### config.mk
export PLATFORM = sky130hd
export DESIGN_NAME = power_down_lockout_control
export DESIGN_NICKNAME = d
export VERILOG_FILES = /design/src/hw/dac_lockout_pkg.sv /design/src/hw/sync_two_ff.sv /design/src/hw/power_down_lockout_control.sv
export VERILOG_INCLUDE_DIRS = /design/src /design/src/hw
export SDC_FILE = /design/constraint.sdc
export NUM_CORES = 1
export LEC_CHECK = 0
export BUFFER_PORTS_ARGS = -buffer_cell sky130_fd_sc_hd__buf_4
export CAP_MARGIN = 20
export CORE_MARGIN = 10
export CORE_UTILIZATION = 63
export CTS_CLUSTER_DIAMETER = 100
export CTS_CLUSTER_SIZE = 25
export DETAILED_ROUTE_END_ITERATION = 10
export GPL_TIMING_DRIVEN = 1
export PLACE_DENSITY_LB_ADDON = 0.3
export SLEW_MARGIN = 30
export SYNTH_ARGS = -nofsm -noshare
export SYNTH_HDL_FRONTEND = slang
export SYNTH_SLANG_ARGS = --single-unit
### constraint.sdc
create_clock -name pclk -period 5.2 [get_ports pclk]
set_clock_uncertainty 0.05 [all_clocks]
set_input_delay 0.26 -clock pclk [delete_from_list [all_inputs] [get_ports pclk]]
set_output_delay 0.26 -clock pclk [all_outputs]
set_load 0.05 [all_outputs]
### src/hw/dac_lockout_defines.svh
// Offsets, field positions, reset values and command codes of the DAC
// lockout control block. Included by the block itself.
`ifndef DAC_LOCKOUT_DEFINES_SVH
`define DAC_LOCKOUT_DEFINES_SVH

// APB register byte offsets
`define REG_LINK_CTRL 8'h00
`define REG_STATUS 8'h04
`define REG_DAC_A 8'h08
`define REG_DAC_B 8'h0c
`define REG_LAST_CMD 8'h10

// Link control fields and reset value
`define LINK_ENABLE_BIT 0
`define LINK_CTRL_RESET 1'b1

// Serial frame length and field positions
`define FRAME_BITS 6'd32
`define CMD_HI 27
`define CMD_LO 24
`define ADDR_HI 23
`define ADDR_LO 20
`define DATA_HI 19
`define DATA_LO 4
`define PD_MODE_HI_BIT 9
`define PD_MODE_LO_BIT 8
`define SEL_A_BIT 0
`define SEL_B_BIT 3

// Command codes
`define CMD_WRITE_INPUT 4'h0
`define CMD_UPDATE_DAC 4'h1
`define CMD_WRITE_UPDATE_ALL 4'h2
`define CMD_WRITE_UPDATE 4'h3
`define CMD_POWER 4'h4
`define CMD_CLEAR_CODE 4'h5
`define CMD_OUTPUT_UPDATE_N_MASK 4'h6

// Channel addresses
`define ADDR_DAC_A 4'h0
`define ADDR_DAC_B 4'h1
`define ADDR_ALL 4'hf

// Clear code values and reset values
`define CLEAR_ZERO 16'h0000
`define CLEAR_MID 16'h8000
`define CLEAR_FULL 16'hffff
`define CLEAR_CODE_RESET 2'h0
`define CLEAR_CODE_NOP 2'h3
`define PD_NORMAL 2'h0
`define DAC_RESET 16'h0000

`endif

### src/hw/dac_lockout_pkg.sv
// Types shared by the DAC lockout control block.
// Assumes the defines header sits beside it on the include path.
package dac_lockout_pkg;

  // Serial link receiver states
  typedef enum logic [1:0] {
    LINK_IDLE,
    LINK_SHIFT,
    LINK_DONE,
    LINK_ABORTED
  } link_state_type;

  // Whole state of the block
  typedef struct packed {
    link_state_type link_state;
    logic sclk_q;
    logic lock_q;
    logic clr_q;
    logic upd_q;
    logic [31:0] shift;
    logic [5:0] bit_count;
    logic [1:0][15:0] input_reg;
    logic [1:0][15:0] dac_reg;
    logic [1:0][1:0] pd_mode;
    logic [1:0] clear_code;
    logic [1:0] output_update_n_mask;
    logic link_enable;
    logic [7:0] last_cmd;
    logic pready;
    logic pslverr;
    logic [31:0] prdata;
  } dac_state_type;

endpackage : dac_lockout_pkg

### src/hw/sync_two_ff.sv
// Two flip-flop synchroniser for a group of asynchronous pins.
// Assumes each bit changes slowly compared with pclk.
`timescale 1ns/1ns
module sync_two_ff #(
  parameter int WIDTH = 1,
  parameter logic [WIDTH-1:0] RESET_VALUE = '0
) (
  input wire logic pclk,
  input wire logic presetn,
  input wire logic [WIDTH-1:0] async_in,
  output logic [WIDTH-1:0] sync_out
);

  // Both stages in one record
  typedef struct packed {
    logic [WIDTH-1:0] first;
    logic [WIDTH-1:0] second;
  } sync_state_type;

  sync_state_type state; // Registered stages
  sync_state_type next_state; // Next stage values

  // First stage feeds only the second
  always_comb begin
    next_state.first = async_in;
    next_state.second = state.first;
  end

  // Register both stages
  always_ff @(posedge pclk or negedge presetn) begin
    if (!presetn) begin
      state <= {RESET_VALUE, RESET_VALUE};
    end else begin
      state <= next_state;
    end
  end

  assign sync_out = state.second;

endmodule : sync_two_ff

### src/hw/power_down_lockout_control.sv
// Serial command receiver with power-down lockout for a dual-channel DAC.
// Assumes a 50 MHz pclk, an APB master, and a serial clock well below pclk.
// Contract
// - Lockout low blocks software power-down requests
// - Lockout falling aborts frame in progress
// - Lockout falling clears all power-down modes
// - Lockout rising keeps channels in normal
// - Lockout rising re-enables power-down at once
// - Clear loads clear code, exits power-down
// - Clear beats output update and lockout
// - Data bits sampled on serial rising
// - 32-bit frame acts at 32nd falling
// - Mode field 00 normal, else power-down
// - Select bits 3 and 0 pick channels
`timescale 1ns/1ns
`include "dac_lockout_defines.svh"
module power_down_lockout_control
  import dac_lockout_pkg::*;
(
  input wire logic pclk,
  input wire logic presetn,
  input wire logic psel,
  input wire logic penable,
  input wire logic pwrite,
  input wire logic [7:0] paddr,
  input wire logic [31:0] pwdata,
  output logic [31:0] prdata,
  output logic pready,
  output logic pslverr,
  input wire logic serial_clock,
  input wire logic frame_select_n,
  input wire logic serial_data_in,
  input wire logic lockout_n,
  input wire logic async_clear_n,
  input wire logic output_update_n,
  output logic [15:0] dac_a_value,
  output logic [15:0] dac_b_value,
  output logic [1:0] pd_mode_a,
  output logic [1:0] pd_mode_b
);

  dac_state_type state; // All registered state
  dac_state_type next_state; // Next value of it
  logic [5:0] pins_sync; // Pins after two flip-flops
  logic sclk_s; // Synchronised serial clock
  logic fs_n_s; // Synchronised frame select
  logic din_s; // Synchronised data
  logic lock_n_s; // Synchronised lockout level
  logic clr_n_s; // Synchronised clear
  logic upd_n_s; // Synchronised output update
  logic sclk_rise; // Serial clock rising edge
  logic sclk_fall; // Serial clock falling edge
  logic lock_fall; // Lockout asserted
  logic clr_fall; // Clear asserted
  logic upd_fall; // Output update asserted
  logic execute; // Full frame accepted this cycle
  logic [31:0] word; // Frame being executed
  logic [3:0] cmd; // Command field
  logic [3:0] addr; // Channel address field
  logic [15:0] data; // Data field
  logic power_down_mode_hi; // Upper mode bit
  logic power_down_mode_lo; // Lower mode bit
  logic [1:0] sel; // Channels picked by the frame
  logic [15:0] clear_value; // Value loaded by clear
  logic apb_access; // APB access phase

  // All six asynchronous pins pass two flops first; APB inputs are used directly
  sync_two_ff #(
    .WIDTH(6),
    .RESET_VALUE(6'h3e)
  ) pin_sync (
    .pclk(pclk),
    .presetn(presetn),
    .async_in({output_update_n, async_clear_n, lockout_n,
               serial_data_in, frame_select_n, serial_clock}),
    .sync_out(pins_sync)
  );

  // Split synchronised pins
  assign sclk_s = pins_sync[0];
  assign fs_n_s = pins_sync[1];
  assign din_s = pins_sync[2];
  assign lock_n_s = pins_sync[3];
  assign clr_n_s = pins_sync[4];
  assign upd_n_s = pins_sync[5];

  // Edge detection against last synchronised level
  assign sclk_rise = sclk_s & ~state.sclk_q;
  assign sclk_fall = ~sclk_s & state.sclk_q;
  assign lock_fall = ~lock_n_s & state.lock_q;
  assign clr_fall = ~clr_n_s & state.clr_q;
  assign upd_fall = ~upd_n_s & state.upd_q;

  // Frame fields, decoded from the full shift register
  assign word = state.shift;
  assign cmd = word[`CMD_HI:`CMD_LO];
  assign addr = word[`ADDR_HI:`ADDR_LO];
  assign data = word[`DATA_HI:`DATA_LO];
  assign power_down_mode_hi = word[`PD_MODE_HI_BIT];
  assign power_down_mode_lo = word[`PD_MODE_LO_BIT];
  assign apb_access = psel & penable;

  // Clear code to output value
  always_comb begin
    unique case (state.clear_code)
      2'h1: clear_value = `CLEAR_MID;
      2'h2: clear_value = `CLEAR_FULL;
      default: clear_value = `CLEAR_ZERO; // Code 11 is never stored
    endcase
  end

  // Whole next-state logic; later sections override earlier ones
  always_comb begin
    next_state = state;
    execute = 1'b0;
    sel = 2'b00;
    next_state.sclk_q = sclk_s;
    next_state.lock_q = lock_n_s;
    next_state.clr_q = clr_n_s;
    next_state.upd_q = upd_n_s;

    // Serial receiver
    if (fs_n_s) begin
      // Frame select high ends any frame
      next_state.link_state = LINK_IDLE;
      next_state.bit_count = 6'd0;
    end else begin
      unique case (state.link_state)
        LINK_IDLE, LINK_SHIFT: begin
          if (state.link_enable) begin
            next_state.link_state = LINK_SHIFT;
            // MSB arrives first and ends at bit 31
            if (sclk_rise && state.bit_count < `FRAME_BITS) begin
              next_state.shift = {state.shift[30:0], din_s};
              next_state.bit_count = state.bit_count + 6'd1;
            end
            // Act on the falling edge after the 32nd bit
            if (sclk_fall && state.bit_count == `FRAME_BITS) begin
              execute = 1'b1;
              next_state.link_state = LINK_DONE;
            end
          end
        end
        LINK_DONE, LINK_ABORTED: begin
          // Extra clocks ignored until frame select rises
        end
      endcase
      // Lockout or clear during a frame drops it unexecuted
      if ((lock_fall || clr_fall) &&
          (state.link_state == LINK_SHIFT)) begin
        execute = 1'b0;
        next_state.link_state = LINK_ABORTED;
      end
    end

    // Command execution
    if (execute) begin
      next_state.last_cmd = {addr, cmd};
      sel[0] = (addr == `ADDR_DAC_A) || (addr == `ADDR_ALL);
      sel[1] = (addr == `ADDR_DAC_B) || (addr == `ADDR_ALL);
      unique case (cmd)
        `CMD_WRITE_INPUT, `CMD_WRITE_UPDATE,
        `CMD_WRITE_UPDATE_ALL: begin
          for (int ch = 0; ch < 2; ch++) begin
            if (sel[ch]) begin
              next_state.input_reg[ch] = data;
            end
            // Update now if held-low update, mask or command says so
            if ((sel[ch] && (cmd == `CMD_WRITE_UPDATE)) ||
                (cmd == `CMD_WRITE_UPDATE_ALL) ||
                (sel[ch] && (!upd_n_s || state.output_update_n_mask[ch]))) begin
              next_state.dac_reg[ch] = next_state.input_reg[ch];
            end
          end
        end
        `CMD_UPDATE_DAC: begin
          for (int ch = 0; ch < 2; ch++) begin
            if (sel[ch]) begin
              next_state.dac_reg[ch] = state.input_reg[ch];
            end
          end
        end
        `CMD_POWER: begin
          // Channel pick comes from select bits, not address
          if (word[`SEL_A_BIT]) begin
            sel[0] = 1'b1;
          end else begin
            sel[0] = 1'b0;
          end
          sel[1] = word[`SEL_B_BIT];
          for (int ch = 0; ch < 2; ch++) begin
            // Power-up always allowed; power-down only when unlocked
            if (sel[ch] && ({power_down_mode_hi, power_down_mode_lo} ==
                `PD_NORMAL || lock_n_s)) begin
              next_state.pd_mode[ch] =
                {power_down_mode_hi, power_down_mode_lo};
            end
          end
        end
        `CMD_CLEAR_CODE: begin
          // Code 11 means no operation
          if (word[1:0] != `CLEAR_CODE_NOP) begin
            next_state.clear_code = word[1:0];
          end
        end
        `CMD_OUTPUT_UPDATE_N_MASK: begin
          next_state.output_update_n_mask = {word[`SEL_B_BIT], word[`SEL_A_BIT]};
        end
        default: begin
          // Unused command codes do nothing
        end
      endcase
    end

    // Asynchronous output update copies input to output registers
    if (upd_fall) begin
      next_state.dac_reg = next_state.input_reg;
    end

    // Lockout falling forces every channel back to normal
    if (lock_fall) begin
      next_state.pd_mode = {`PD_NORMAL, `PD_NORMAL};
    end

    // Clear comes last so it wins over update and lockout
    if (clr_fall) begin
      next_state.input_reg = {clear_value, clear_value};
      next_state.dac_reg = {clear_value, clear_value};
      next_state.pd_mode = {`PD_NORMAL, `PD_NORMAL};
    end

    // APB slave: answer one cycle into the access phase
    next_state.pready = 1'b0;
    next_state.pslverr = 1'b0;
    if (apb_access && !state.pready) begin
      next_state.pready = 1'b1;
      next_state.prdata = 32'h0000_0000;
      unique case (paddr)
        `REG_LINK_CTRL: next_state.prdata = {31'h0, state.link_enable};
        `REG_STATUS: next_state.prdata = {12'h0, state.output_update_n_mask,
          state.clear_code, state.bit_count, 3'h0,
          upd_n_s, clr_n_s, lock_n_s, state.pd_mode[1],
          state.pd_mode[0]};
        `REG_DAC_A: next_state.prdata = {state.input_reg[0],
          state.dac_reg[0]};
        `REG_DAC_B: next_state.prdata = {state.input_reg[1],
          state.dac_reg[1]};
        `REG_LAST_CMD: next_state.prdata = {24'h0, state.last_cmd};
        default: next_state.pslverr = 1'b1; // Unmapped address
      endcase
    end
    // Write lands on the edge where pready is sampled high
    if (apb_access && state.pready && pwrite &&
        paddr == `REG_LINK_CTRL) begin
      next_state.link_enable = pwdata[`LINK_ENABLE_BIT];
    end
  end

  // Single state register
  always_ff @(posedge pclk or negedge presetn) begin
    if (!presetn) begin
      state <= '{
        link_state: LINK_IDLE,
        sclk_q: 1'b0,
        lock_q: 1'b1,
        clr_q: 1'b1,
        upd_q: 1'b1,
        shift: 32'h0000_0000,
        bit_count: 6'h00,
        input_reg: {`DAC_RESET, `DAC_RESET},
        dac_reg: {`DAC_RESET, `DAC_RESET},
        pd_mode: {`PD_NORMAL, `PD_NORMAL},
        clear_code: `CLEAR_CODE_RESET,
        output_update_n_mask: 2'h0,
        link_enable: `LINK_CTRL_RESET,
        last_cmd: 8'h00,
        pready: 1'b0,
        pslverr: 1'b0,
        prdata: 32'h0000_0000
      };
    end else begin
      state <= next_state;
    end
  end

  // Outputs straight from state flops
  assign prdata = state.prdata;
  assign pready = state.pready;
  assign pslverr = state.pslverr;
  assign dac_a_value = state.dac_reg[0];
  assign dac_b_value = state.dac_reg[1];
  assign pd_mode_a = state.pd_mode[0];
  assign pd_mode_b = state.pd_mode[1];

endmodule : power_down_lockout_control

# After elaboration in Yosys (flattened, before gate mapping)
# Cells that the tools add are included.
# word_totals
regBits	167
# classes
add_sub_neg	1
n_lt_le_gt_ge	1
n_eq_ne	21
muxes	39
bitwise_logic	12
reduce_logical	53
# op_table
op	n
32-bit case mux with 5 select lines	1
16-bit two-way mux	6
72-bit two-way mux	1
68-bit two-way mux	1
32-bit two-way mux	2
32-bit case mux with 2 select lines	1
34-bit two-way mux	1
16-bit case mux with 2 select lines	1
6-bit two-way mux	4
3-bit nonzero test	7
2-bit two-way mux	10
8-bit by 4-bit == test with 1-bit output (second input constant)	2
4-bit != test (second input constant)	4
1-bit logical AND	13
4-bit by 3-bit == test with 1-bit output (second input constant)	3
3-bit AND reduction	4
4-bit AND reduction	3
1-bit logical OR	10
1-bit two-way mux	9
4-bit by 1-bit == test with 1-bit output (second input constant)	2
4-bit by 2-bit == test with 1-bit output (second input constant)	2
8-bit by 3-bit == test with 1-bit output (second input constant)	1
8-bit by 5-bit == test with 1-bit output (second input constant)	1
4-bit logical NOT	2
other kinds (19)	36

# Longest topological paths before layout
# Gate-level depths: netlist of run 1.
# logic_depth
ltp_word	15
ltp_mapped	10

# By module
# From an unflattened synthesis of run 1, not the netlist that was laid out.
# hier_totals
hier_cells	819
hier_area_um2	8415.6
# by_module_without_submodules
module	n_inst	cells_per_inst	area_each_um2
power_down_lockout_control	1	807	8102.8
sync_two_ff	1	12	312.8

# Worst setup path after synthesis of run 1
# OpenSTA, ideal clock, no wires.
# synth_path
path_kind	flip-flop to flip-flop
from	reg state[115] in the netlist's numbering
to	reg state, in the netlist dac_b_value[10]
arrival_time_ns	2.371
slack_ns	2.653
path_stages_with_launch	9
path_buffers	1
synth_period_minus_slack_ns	2.547
cell_sequence	dfrtp_1 -> inv_1 -> ha_1 -> nand3b_1 -> or4_4 -> a2111oi_2 -> o21ai_2 -> buf_2 -> o32a_1
# synth_between
elab_chain_len	10
# synth_rtl
item	line	rtl
from (decl)	power_down_lockout_control.sv:42	dac_state_type state;
from (signal assigned)	power_down_lockout_control.sv:262	state <= '{
from (signal assigned)	power_down_lockout_control.sv:282	state <= next_state;
6-bit == test (no line) (*)	--	
1-bit logical AND (no line) (*)	--	
1-bit two-way mux (*)	power_down_lockout_control.sv:138	if (sclk_fall && state.bit_count == `FRAME_BITS) begin
1-bit two-way mux (*)	power_down_lockout_control.sv:130	if (state.link_enable) begin
1-bit two-way mux (*)	power_down_lockout_control.sv:128	unique case (state.link_state)
1-bit two-way mux (*)	power_down_lockout_control.sv:149	if ((lock_fall || clr_fall) &&
1-bit two-way mux (*)	power_down_lockout_control.sv:123	if (fs_n_s) begin
72-bit two-way mux	power_down_lockout_control.sv:157	if (execute) begin
32-bit two-way mux	power_down_lockout_control.sv:216	if (upd_fall) begin
68-bit two-way mux	power_down_lockout_control.sv:226	if (clr_fall) begin
# Mark *: on every way between the ends. The rest lies on a longest branch, timed or not. The select of a mux whose other input is x is not followed.
# A chain may end at the register's enable or synchronous reset.

# Worst setup path after layout of run 1
# layout_path
from	reg pin_sync.state, in the netlist pin_sync.sync_out[4]
to	reg state, in the netlist dac_a_value[14]
# layout_between
elab_chain_len	9
# layout_rtl
item	line	rtl
from (decl)	sync_two_ff.sv:20	sync_state_type state;
from (signal assigned)	sync_two_ff.sv:32	state <= {RESET_VALUE, RESET_VALUE};
from (signal assigned)	sync_two_ff.sv:34	state <= next_state;
1-bit NOT (*)	power_down_lockout_control.sv:91	assign clr_fall = ~clr_n_s & state.clr_q;
1-bit bitwise AND (*)	power_down_lockout_control.sv:91	
1-bit logical OR	power_down_lockout_control.sv:149	
1-bit logical AND	power_down_lockout_control.sv:149	
1-bit two-way mux	power_down_lockout_control.sv:149	
1-bit two-way mux	power_down_lockout_control.sv:123	
72-bit two-way mux	power_down_lockout_control.sv:157	
32-bit two-way mux	power_down_lockout_control.sv:216	
68-bit two-way mux	power_down_lockout_control.sv:226	
# Marks and branches as above.

==> impl_results.md, run 1 <==
* Die width at 138.2 µm
* Power density cells at 326.1 mW/mm²
* Cts repair resizes at 0
* R2R Path Start: pin_sync.sync_out[4]
* H-tree depth at 4
* RSZ-0062 raised after global routing: no
* Routed len/inst at 25.73 µm
* Comb pwr share at 13.0%
* DRT iter0 DRCs at 1069
* Die Y at 138.2 µm
* # IOs at 121
* GRT Util Overall at 27.05%
* Buf+Inv Stages, Crit Path at 1
* Average size of a mapped cell at 10.24 µm²
* Worst path top cell family by delay: simple AND/OR/NAND/NOR gates
* First-pass DRT Iterations at 7
* R2r endpoint: dac_a_value[14]
* Post-synthesis xor/xnor area fraction at 0.3977%
* DR vias/cell at 7.214
* Crit path depth at 6
* Synth unique cells at 59
* DRC Markers at 0
* Number of standard cells after synthesis at 860
* Root Buffer: clkbuf_16
* RePlAce Congestion at 0.9032
* Critical path endpoint category: flop
* First-pass GRT wire length at 41.81 mm
* Area grow syn2layout at 10.51%
* Vias in the first global route at 7391
* Mux contribution to synthesized area at 8.864%
* #FFs+latches synth at 167
* Setup TNS at 0 ps
* Critical path's largest stage delay at 890 ps
* Grt total ovfl at 0
* Initial Utilization at 63.95%
* Placed Area at 0.009030 mm²
* Clk sinks at 167
* Slew HR at 26.35%
* Fin crit period at 3453 ps
* Final-stage net count at 903
* Post-synth net total at 914
* Clock latency on the worst-skew pair at 430 ps
* Synth Area in Compound Gates at 19.59%
* R2R depth at 6
* Worst Setup Start Kind: flop
* LEAKAGE at 3.981 nW
* Switching power at 0.0008742 W
* Maximum vdd drop at 0.2293 mV
* Sequential Power Share at 45.7%
* EDFF count, synth at 0
* Largest net degree at the start of global routing at 119
* Post-synth top area cell: dfrtp_1
* Internal power at 0.002300 W
* Syn Std Cell Area at 0.008808 mm²
* Final Instance Area at 0.009734 mm²
* Primary FF master, synth: dfrtp_1
* Crit-path cells: nand2b_1 > buf_4 > nand2_1 > or4_4 > o31a_1 > a31oi_1
* Clk buf depth at 2
* Status: finished, final reports clean
* Synth top area share at 43.47%
* CP endpoint: dac_a_value[14]
* Crit. Startpoint: pin_sync.sync_out[4]
* Detailed Route WL at 26.81 mm
* Final HPWL DP at 17.24 mm
* Reg clk slew, reported paths at 60 ps
* Post-Synth Simple-Gate Area at 13.25%
* Layout cells sized above 1 at 25.41%
* Critical path's slowest cell: or4_4
* Die Area at 0.01911 mm²
* Antenna violations before repair at 0
* FF-to-FF setup slack at 1750 ps
* Fmax at 289.6 MHz
* Port Buffer Count at 89
* Period utilisation layout at 66.40%
* Switching share of power at 27.54%
* Slew @ Worst Pin at 1105 ps
* Adder-Cell Fraction of Synth Area at 0.4261%
* Vias at 7517
* Area contributors post-synth: dfrtp_1 (43%), buf_4 (5.9%), mux2_2 (5.9%)
* Crit path max fanout at 36
* Largest family of logic cells by synthesized area: compound AO/OA/AOI/OAI gates
* Final setup vio count at 0
* Asr flop ratio synth at 100.0%
* Max Cap Violations at 0
* Crit path DAT at 3740 ps
* Clock network fraction of total power at 41.3%
* Core Region at 0.01377 mm²
* CP Class: flop to flop
* Number of core rows at 43
* TritonCTS clock tree: built
* Yosys warns at 0
* Data required, critical path at 5480 ps
* Final Max Slew Viols at 0
* Min-Delay Path Class: input port to flop
* Diodes inserted at 0
* Hold Vio Cnt, Final at 0
* Post-DRT Antenna Nets at 0
* Num CTS Buffers at 17
* Post-synthesis sequential area ratio at 47.64%
[worst min-delay path by stage]
stage / startpoint / endpoint / slack, ps / depth (start not counted)
finish: pwdata[0] / state[42] / 20 / 2
global route: pwdata[0] / state[42] / 20 / 2
CTS: pwdata[0] / state[42] / 10 / 2
detailed placement: pin_sync.next_state[0] / pin_sync.sync_out[0] / 290 / 0
global placement: pin_sync.next_state[0] / pin_sync.sync_out[0] / 280 / 0
floorplan: presetn / dac_a_value[0] / -90 / 0
[power groups by stage]
stage / Clock (W) / Combinational, W / Sequential [W]
after floorplan: 0 / 0.000315 / 0.00144
after global routing: 0.00138 / 0.000436 / 0.00145
final: 0.00131 / 0.000412 / 0.00145
after detailed placement: 0 / 0.000402 / 0.00147
after global placement: 0 / 0.000393 / 0.00146
after CTS: 0.00132 / 0.000409 / 0.00145
[cell usage after synthesis (15+ instances only)]
| library cell | number |
|---|---|
| a21oi_1 | 20 |
| a22oi_1 | 31 |
| a31oi_1 | 46 |
| buf_4 | 69 |
| clkbuf_1 | 52 |
| dfrtp_1 | 153 |
| mux2_2 | 46 |
| mux2i_1 | 24 |
| nand2_1 | 48 |
| nand4_1 | 33 |
| nor2_1 | 72 |
| nor3_1 | 24 |
| o21ai_0 | 26 |
| o31a_1 | 15 |
| o31ai_1 | 25 |
| o32a_1 | 15 |
| o41ai_1 | 15 |
[routing by layer]
metal / share of wire [%] / track usage (%) / vias to the layer above / wire length, µm
met5: 0 / 0 / - / 0
met4: 3.9 / 13.49 / 0 / 1040
met3: 13 / 7.979 / 119 / 3352
met2: 45 / 39.28 / 613 / 11930
met1: 39 / 36.08 / 3666 / 10480
li1: - / - / 3119 / -
[placed cells by master, fill, tap and decap left out, types with 3 or more instances in the layout]
cell type	instances
bufinv_16	3
mux2i_1	24
nand3_1	7
a2111oi_4	3
clkinvlp_4	3
dlygate4sd3_1	7
nand3b_1	3
ha_1	3
nand2b_1	9
clkbuf_16	17
or3_1	4
dfrtp_1	153
a22oi_1	31
o31ai_1	25
o21ai_0	26
inv_1	8
clkinv_2	3
o41ai_1	15
xor2_1	3
mux2_2	46
a21oi_1	20
nand4_1	33
nor2_1	71
nand2_1	48
buf_4	103
a31oi_1	46
nor4_1	4
nor2b_1	10
nor3_1	24
o31a_1	15
a221oi_1	6
a21o_1	14
clkbuf_8	3
o32a_1	15
or2_2	3
dfstp_2	14
[cell type report]
class / count / area [µm²]
clock inverters: 11 / 145.1
flip-flops and latches: 167 / 4197
fillers: 985 / 4039
clock buffers: 21 / 470.5
repair buffers: 111 / 858.3
well taps: 180 / 225.2
inverters: 8 / 30.03
multi-input cells: 544 / 3809
[flip-flops by register name, summed over array words and instances (netlist names)]
name                 flops
dac_a_value             16
dac_b_value             16
pd_mode_a                2
pd_mode_b                2
pin_sync.next_state      6
pin_sync.sync_out        6
prdata                  32
pready                   1
pslverr                  1
state                   57
word                    28
[cell families after synthesis]
family	Yosys count
AO/OA/AOI/OAI	233
multiplexers	71
XOR/XNOR	4
adder cells (fa/ha/maj)	3
flip-flops	167
AND/OR/NAND/NOR	233
buffers and inverters	149
[metrics by stage]
| step | setup WS, ps | util (%) | hold WS, ps | power [W] | cells |
|---|---|---|---|---|---|
| after detailed placement | 1914 | 65.56 | 288.5 | 0.001870 | 1003 |
| after floorplan | 2653 | - | -85.59 | 0.001751 | 860 |
| final | 1747 | 70.68 | 16.35 | 0.003174 | 1042 |
| after CTS | 1854 | 70.54 | 13.32 | 0.003171 | 1042 |
| after global routing | 1706 | 70.68 | 18.67 | 0.003265 | 1042 |
| after global placement | 1965 | 65.48 | 283.7 | 0.001856 | 1002 |
[what timing repair did]
action                                 4_1_cts  5_1_grt
endpoints found under the hold margin      109        0
hold buffers                                 7        0
setup buffers                                0        0
No activity file was read; power rests on OpenSTA's default activity.
==> run 2: changes to the inputs <==
ABC_AREA = 1   (was default)
CORE_UTILIZATION = 53   (was 63)
clock period = 3 ns   (was 5.2 ns; I/O delays follow)
==> run 2 against run 1 <==
Design area increased by 7.9%. Largest power group unchanged. Global-route usage down 5.0 points. Critical path depth up 6. Non-clock buffer count grew 4. Die area up 25%. Cell count rose by 42%.
==> impl_results.md, run 2 <==
* H-tree depth at 4
* Area contributors post-synth: dfrtp_1 (40%), nand2_1 (13%), buf_4 (5.8%)
* Routed len/inst at 17.86 µm
* Die Area at 0.02392 mm²
* Fmax at 428.3 MHz
* Largest reg by FF count: state
* Period utilisation layout at 77.83%
* Combined area of the multi-input logic cells at 0.004126 mm²
* R2r endpoint: dac_b_value[2]
* Max reg flops at 57
* Synth unique cells at 43
* Area grow syn2layout at 9.295%
* Crit path DAT at 2600 ps
* Die Y at 154.7 µm
* First-pass GRT wire length at 42.32 mm
* Initial Utilization at 53.69%
* Status: finished, final reports clean
* Detailed Route WL at 26.41 mm
* Data required, critical path at 3270 ps
* RePlAce Congestion at 0.8835
* Setup TNS at 0 ps
* Maximum vdd drop at 0.5155 mV
* Post-synthesis sequential area ratio at 43.66%
* Min-Delay Path Class: input port to flop
* Final Max Slew Viols at 0
* Largest net degree at the start of global routing at 68
* DRC Markers at 0
* TritonCTS clock tree: built
* Clk buf depth at 2
* Top-count cell post-synth: nand2_1
* Number of standard cells after synthesis at 1230
* R2R Path Start: state[115]
* Antenna violations before repair at 0
* Power density cells at 515.4 mW/mm²
* Slew HR at 53.38%
* Critical path endpoint category: flop
* Commonest cells in the netlist: nand2_1 (338), dfrtp_1 (153), o21ai_0 (106)
* Final HPWL DP at 17.22 mm
* # IOs at 121
* Core Region at 0.01790 mm²
* Post-synth net total at 1284
* Average size of a mapped cell at 7.814 µm²
* Post-CTS Setup Bufs at 0
* Switching share of power at 30.72%
* Worst Setup Start Kind: flop
* # fillers at 1625
* Internal power at 0.003751 W
* Fin crit period at 2335 ps
* Vias in the first global route at 7754
* Crit. Startpoint: state[115]
* Clk sinks at 167
* CP Class: flop to flop
* #FFs+latches synth at 167
* GRT Util Overall at 22.09%
* Most frequent cells in the layout: nand2_1 (338), dfrtp_1 (153), o21ai_0 (106), buf_4 (104), inv_1 (93)
* Clock network fraction of total power at 39.8%
* Asr flop ratio synth at 100.0%
* Yosys warns at 0
* First-pass DRT Iterations at 8
* Switching power at 0.001664 W
* FF-to-FF setup slack at 670 ps
* Post-DRT Antenna Nets at 0
* DRT iter0 DRCs at 712
* Final-stage net count at 1291
* Clock latency on the worst-skew pair at 440 ps
* R2R depth at 12
* Grt total ovfl at 0
* Comb pwr share at 14.5%
* Sequential Power Share at 45.7%
* Max Cap Violations at 0
* Synth top area share at 39.83%
* Layout cells sized above 1 at 21.36%
* Reg clk slew, reported paths at 70 ps
* Reg area at 0.004197 mm²
* LEAKAGE at 5.387 nW
* Commonest non-fill, non-tap cell in the layout: nand2_1
* DR vias/cell at 5.506
* Port Buffer Count at 89
* Hold Vio Cnt, Final at 0
* RSZ-0062 raised after global routing: no
* Post-synth top area cell: dfrtp_1
* Die width at 154.7 µm
* Syn Std Cell Area at 0.009612 mm²
* Crit path max fanout at 32
* CP endpoint: dac_b_value[2]
* Final setup vio count at 0
* Slew @ Worst Pin at 699.3 ps
* Final Core Density at 58.68%
* Root Buffer: clkbuf_16
* Number of core rows at 49
* Primary FF master, synth: dfrtp_1
* Num CTS Buffers at 17
* EDFF count, synth at 0
* Vias at 8144
* Diodes inserted at 0
[run 2: worst max-delay path, cell delays in order (launching register included)]
cell	delay, ps
dfrtp_1	420
inv_1	120
ha_1	190
nand2_1	60
inv_1	70
nand2_2	90
nor2_8	150
nand3_4	210
nor2_4	130
buf_4	400
nand2_1	130
nand4_1	110
a21oi_1	80
[run 2: how the worst min path moves through the flow]
stage	startpoint	to	slack (ps)	cells after the start
2_1_floorplan	presetn	dac_a_value[0]	-200	0
3_3_place_gp	presetn	state[43]	150	1
3_5_place_dp	presetn	word[0]	160	1
4_1_cts	paddr[5]	prdata[0]	90	4
5_1_grt	paddr[5]	prdata[0]	150	4
6_report	paddr[5]	prdata[0]	100	4
[run 2: stage by stage]
stage                     instance area [µm²]  hold slack, ps  worst slack, ps  std cells  power [W]
after global routing                    10510           146.9            459.9       1479   0.005594
after floorplan                          9612          -195.6             1267       1230   0.003101
after detailed placement                 9836           157.6            733.0       1438   0.003300
final                                   10510           101.9            665.1       1479   0.005415
after global placement                   9836           153.3            778.5       1438   0.003291
after CTS                               10510           93.02            681.2       1479   0.005446
[run 2: repair_timing]
item	in CTS	in global routing
endpoints found under the hold margin	60	0
resized for setup	0	0
hold buffers	9	0
[run 2: logic make-up (layout without fill, tap and decap cells)]
| logic type | after synthesis | in the layout | share of synthesized area [%] |
|---|---|---|---|
| fa+ha+maj | 3 | 3 | 0.3906 |
| simple gates | 624 | 624 | 30.60 |
| buf+inv | 234 | 254 | 13.46 |
| compound gates | 202 | 202 | 11.88 |
| flops | 167 | 167 | 43.66 |
[run 2: power by group through the flow]
stage | sequential (W) | combinational [W] | clock [W]
3_3_place_gp | 0.00251 | 0.000777 | 0
2_1_floorplan | 0.00246 | 0.000645 | 0
5_1_grt | 0.00248 | 0.000838 | 0.00227
4_1_cts | 0.00247 | 0.000796 | 0.00218
3_5_place_dp | 0.00251 | 0.000786 | 0
6_report | 0.00248 | 0.000786 | 0.00215
[run 2: layout make-up]
cell class / count / share of cell area [%]
Inverter: 107 / 3.942
Clock inverter: 14 / 1.334
Sequential cell: 167 / 39.95
Tap cell: 229 / 2.727
Clock buffer: 18 / 4.181
Multi-Input combinational cell: 829 / 39.28
Timing Repair Buffer: 115 / 8.587
[run 2: metal layers]
| metal | share of wire, % | vias to the layer above | routed length (µm) | global-route usage, % |
|---|---|---|---|---|
| met5 | 0 | - | 0 | 0 |
| met1 | 43 | 3830 | 11370 | 29.06 |
| li1 | - | 3912 | - | - |
| met3 | 8.7 | 54 | 2296 | 5.907 |
| met2 | 46 | 348 | 12070 | 34.01 |
| met4 | 2.5 | 0 | 672 | 8.502 |
==> run 3: changes to the inputs <==
clock period = 2 ns   (was 3 ns; I/O delays follow)
==> run 3 against run 2 <==
The flow now finishes with violations (negative setup slack). Global-route usage rose by 0.41 points. Sequential cell count did not move. Critical path type unchanged. Clock power rose by 56%. Design area rose by 6.7%. Highest routed layer unchanged. Cell count rose by 2.7%. Wire length rose by 4.4%.
==> impl_results.md, run 3 (synthesis results as in run 2) <==
* Vias in the first global route at 8074
* Die Y at 154.7 µm
* Grt total ovfl at 0
* Diodes inserted at 0
* Final Max Slew Viols at 0
* Core Region at 0.01790 mm²
* Max Cap Violations at 0
* Reg clk slew, reported paths at 70 ps
* First-pass GRT wire length at 43.30 mm
* Number of core rows at 49
* Fmax at 494.8 MHz
* Layout cells sized above 1 at 26.20%
* Post-DRT Antenna Nets at 0
* TritonCTS clock tree: built
* Detailed Route WL at 27.57 mm
* Most frequent cells in the layout: nand2_1 (321), dfrtp_1 (153), buf_4 (126), o21ai_0 (105), inv_1 (91)
* Crit path max fanout at 8
* Commonest non-fill, non-tap cell in the layout: nand2_1
* Combined area of the multi-input logic cells at 0.004274 mm²
* GRT Util Overall at 22.50%
* Final setup vio count at 2
* Area grow syn2layout at 16.58%
* CP Class: flop to flop
* H-tree depth at 4
* Die width at 154.7 µm
* Die Area at 0.02392 mm²
* Clk buf depth at 2
* Buf+Inv Stages, Crit Path at 3
* FF-to-FF setup slack at -20 ps
* Max reg flops at 57
* DRT iter0 DRCs at 1062
* Min-Delay Path Class: input port to flop
* R2R depth at 12
* Hold Vio Cnt, Final at 0
* Slew @ Worst Pin at 575.0 ps
* Routed len/inst at 18.15 µm
* First-pass DRT Iterations at 6
* # fillers at 1500
* Final-stage net count at 1331
* Largest reg by FF count: state
* Fin crit period at 2021 ps
* DRC Markers at 0
* DR vias/cell at 5.553
* Reg area at 0.004197 mm²
* RSZ-0062 raised after global routing: yes
* Antenna violations before repair at 0
* Clk sinks at 167
* Critical path's largest stage delay at 420 ps
* LEAKAGE at 5.722 nW
* R2r endpoint: dac_b_value[2]
* Period utilisation layout at 101.0%
* Root Buffer: clkbuf_16
* Port Buffer Count at 89
* Final Core Density at 62.59%
* Status: complete, but fails checks
* Critical path's slowest cell: dfrtp_1
* Crit-path cells: inv_2 > ha_4 > nand2_2 > inv_2 > nand2_4 > nor2_8 > nand3_4 > nor2_4 > clkbuf_16 > nand2_2 > nand4_1 > a21oi_1
* Vias at 8435
* Worst Setup Start Kind: flop
* Clock latency on the worst-skew pair at 430 ps
* Data required, critical path at 2260 ps
* R2R Path Start: state[116]
* Crit path depth at 12
* RePlAce Congestion at 0.9293
* Num CTS Buffers at 17
* Final HPWL DP at 18.71 mm
* Slew HR at 61.26%
* Largest net degree at the start of global routing at 64
* Crit. Startpoint: state[116]
* Critical path endpoint category: flop
* Worst path top cell family by delay: simple AND/OR/NAND/NOR gates
* Power density cells at 740.7 mW/mm²
* # IOs at 121
* Crit path DAT at 2280 ps
* Failing checks: negative setup slack
* CP endpoint: dac_b_value[2]
* Maximum vdd drop at 0.4990 mV
* Initial Utilization at 53.69%
* Post-layout worst setup margin at -20.83 ps
* Worst hold slack at 57.71 ps
==> run 3: layer usage <==
layer	routed length (µm)	global-route usage, %	share of wire (%)	vias to the layer above
li1	-	-	-	3993
met4	791	8.952	2.9	0
met5	0	0	0	-
met1	11480	29.12	42	4017
met2	12900	35.37	47	362
met3	2398	5.602	8.7	63
==> run 3: repair_timing <==
action,4_1_cts,5_1_grt
setup buffers,0,10
endpoints found under the hold margin,165,0
hold buffers,9,0
setup endpoints to repair,0,61
gates resized for setup,0,47
==> run 3: area by class of cell <==
cell class                      instances  area share, %
Multi-Input combinational cell        829          38.14
Inverter                              107          3.741
Tap cell                              229          2.557
Clock buffer                           19          4.243
Sequential cell                       167          37.45
Clock inverter                         13          1.117
Timing Repair Buffer                  155          12.75
==> run 3: where the power goes <==
part	switching (W)	internal [W]	leakage, nW
clock	0.00146	0.00189	0.301
sequential	0.000195	0.00352	2.21
combinational	0.000859	0.000366	3.21
==> run 3: worst min-delay path by stage <==
stage	endpoint	start	cells after the start	slack, ps
final	pready	penable	4	60
after global routing	pready	penable	4	80
after CTS	pready	penable	4	40
after detailed placement	pd_mode_b[1]	presetn	1	10
after global placement	pd_mode_b[1]	presetn	1	10
after floorplan	dac_a_value[0]	presetn	0	-250
==> run 3: worst register-to-register path, cell delays in order, from the launching register on <==
cell,delay (ps)
dfrtp_1,420
inv_2,110
ha_4,150
nand2_2,50
inv_2,70
nand2_4,70
nor2_8,120
nand3_4,100
nor2_4,290
clkbuf_16,250
nand2_2,80
nand4_1,90
a21oi_1,80
==> run 3: per-stage QoR <==
stage / instance area [µm²] / setup TNS, ps / std cells / worst slack [ps] / total power (W)
5_1_grt: 11210 / -1604 / 1519 / -89.08 / 0.008575
2_1_floorplan: 9612 / 0 / 1230 / 267.2 / 0.004652
3_3_place_gp: 10220 / 0 / 1466 / 104.4 / 0.004977
4_1_cts: 10910 / 0 / 1507 / 43.74 / 0.008360
3_5_place_dp: 10220 / 0 / 1466 / 58.70 / 0.004989
6_report: 11210 / -22.31 / 1519 / -20.83 / 0.008300
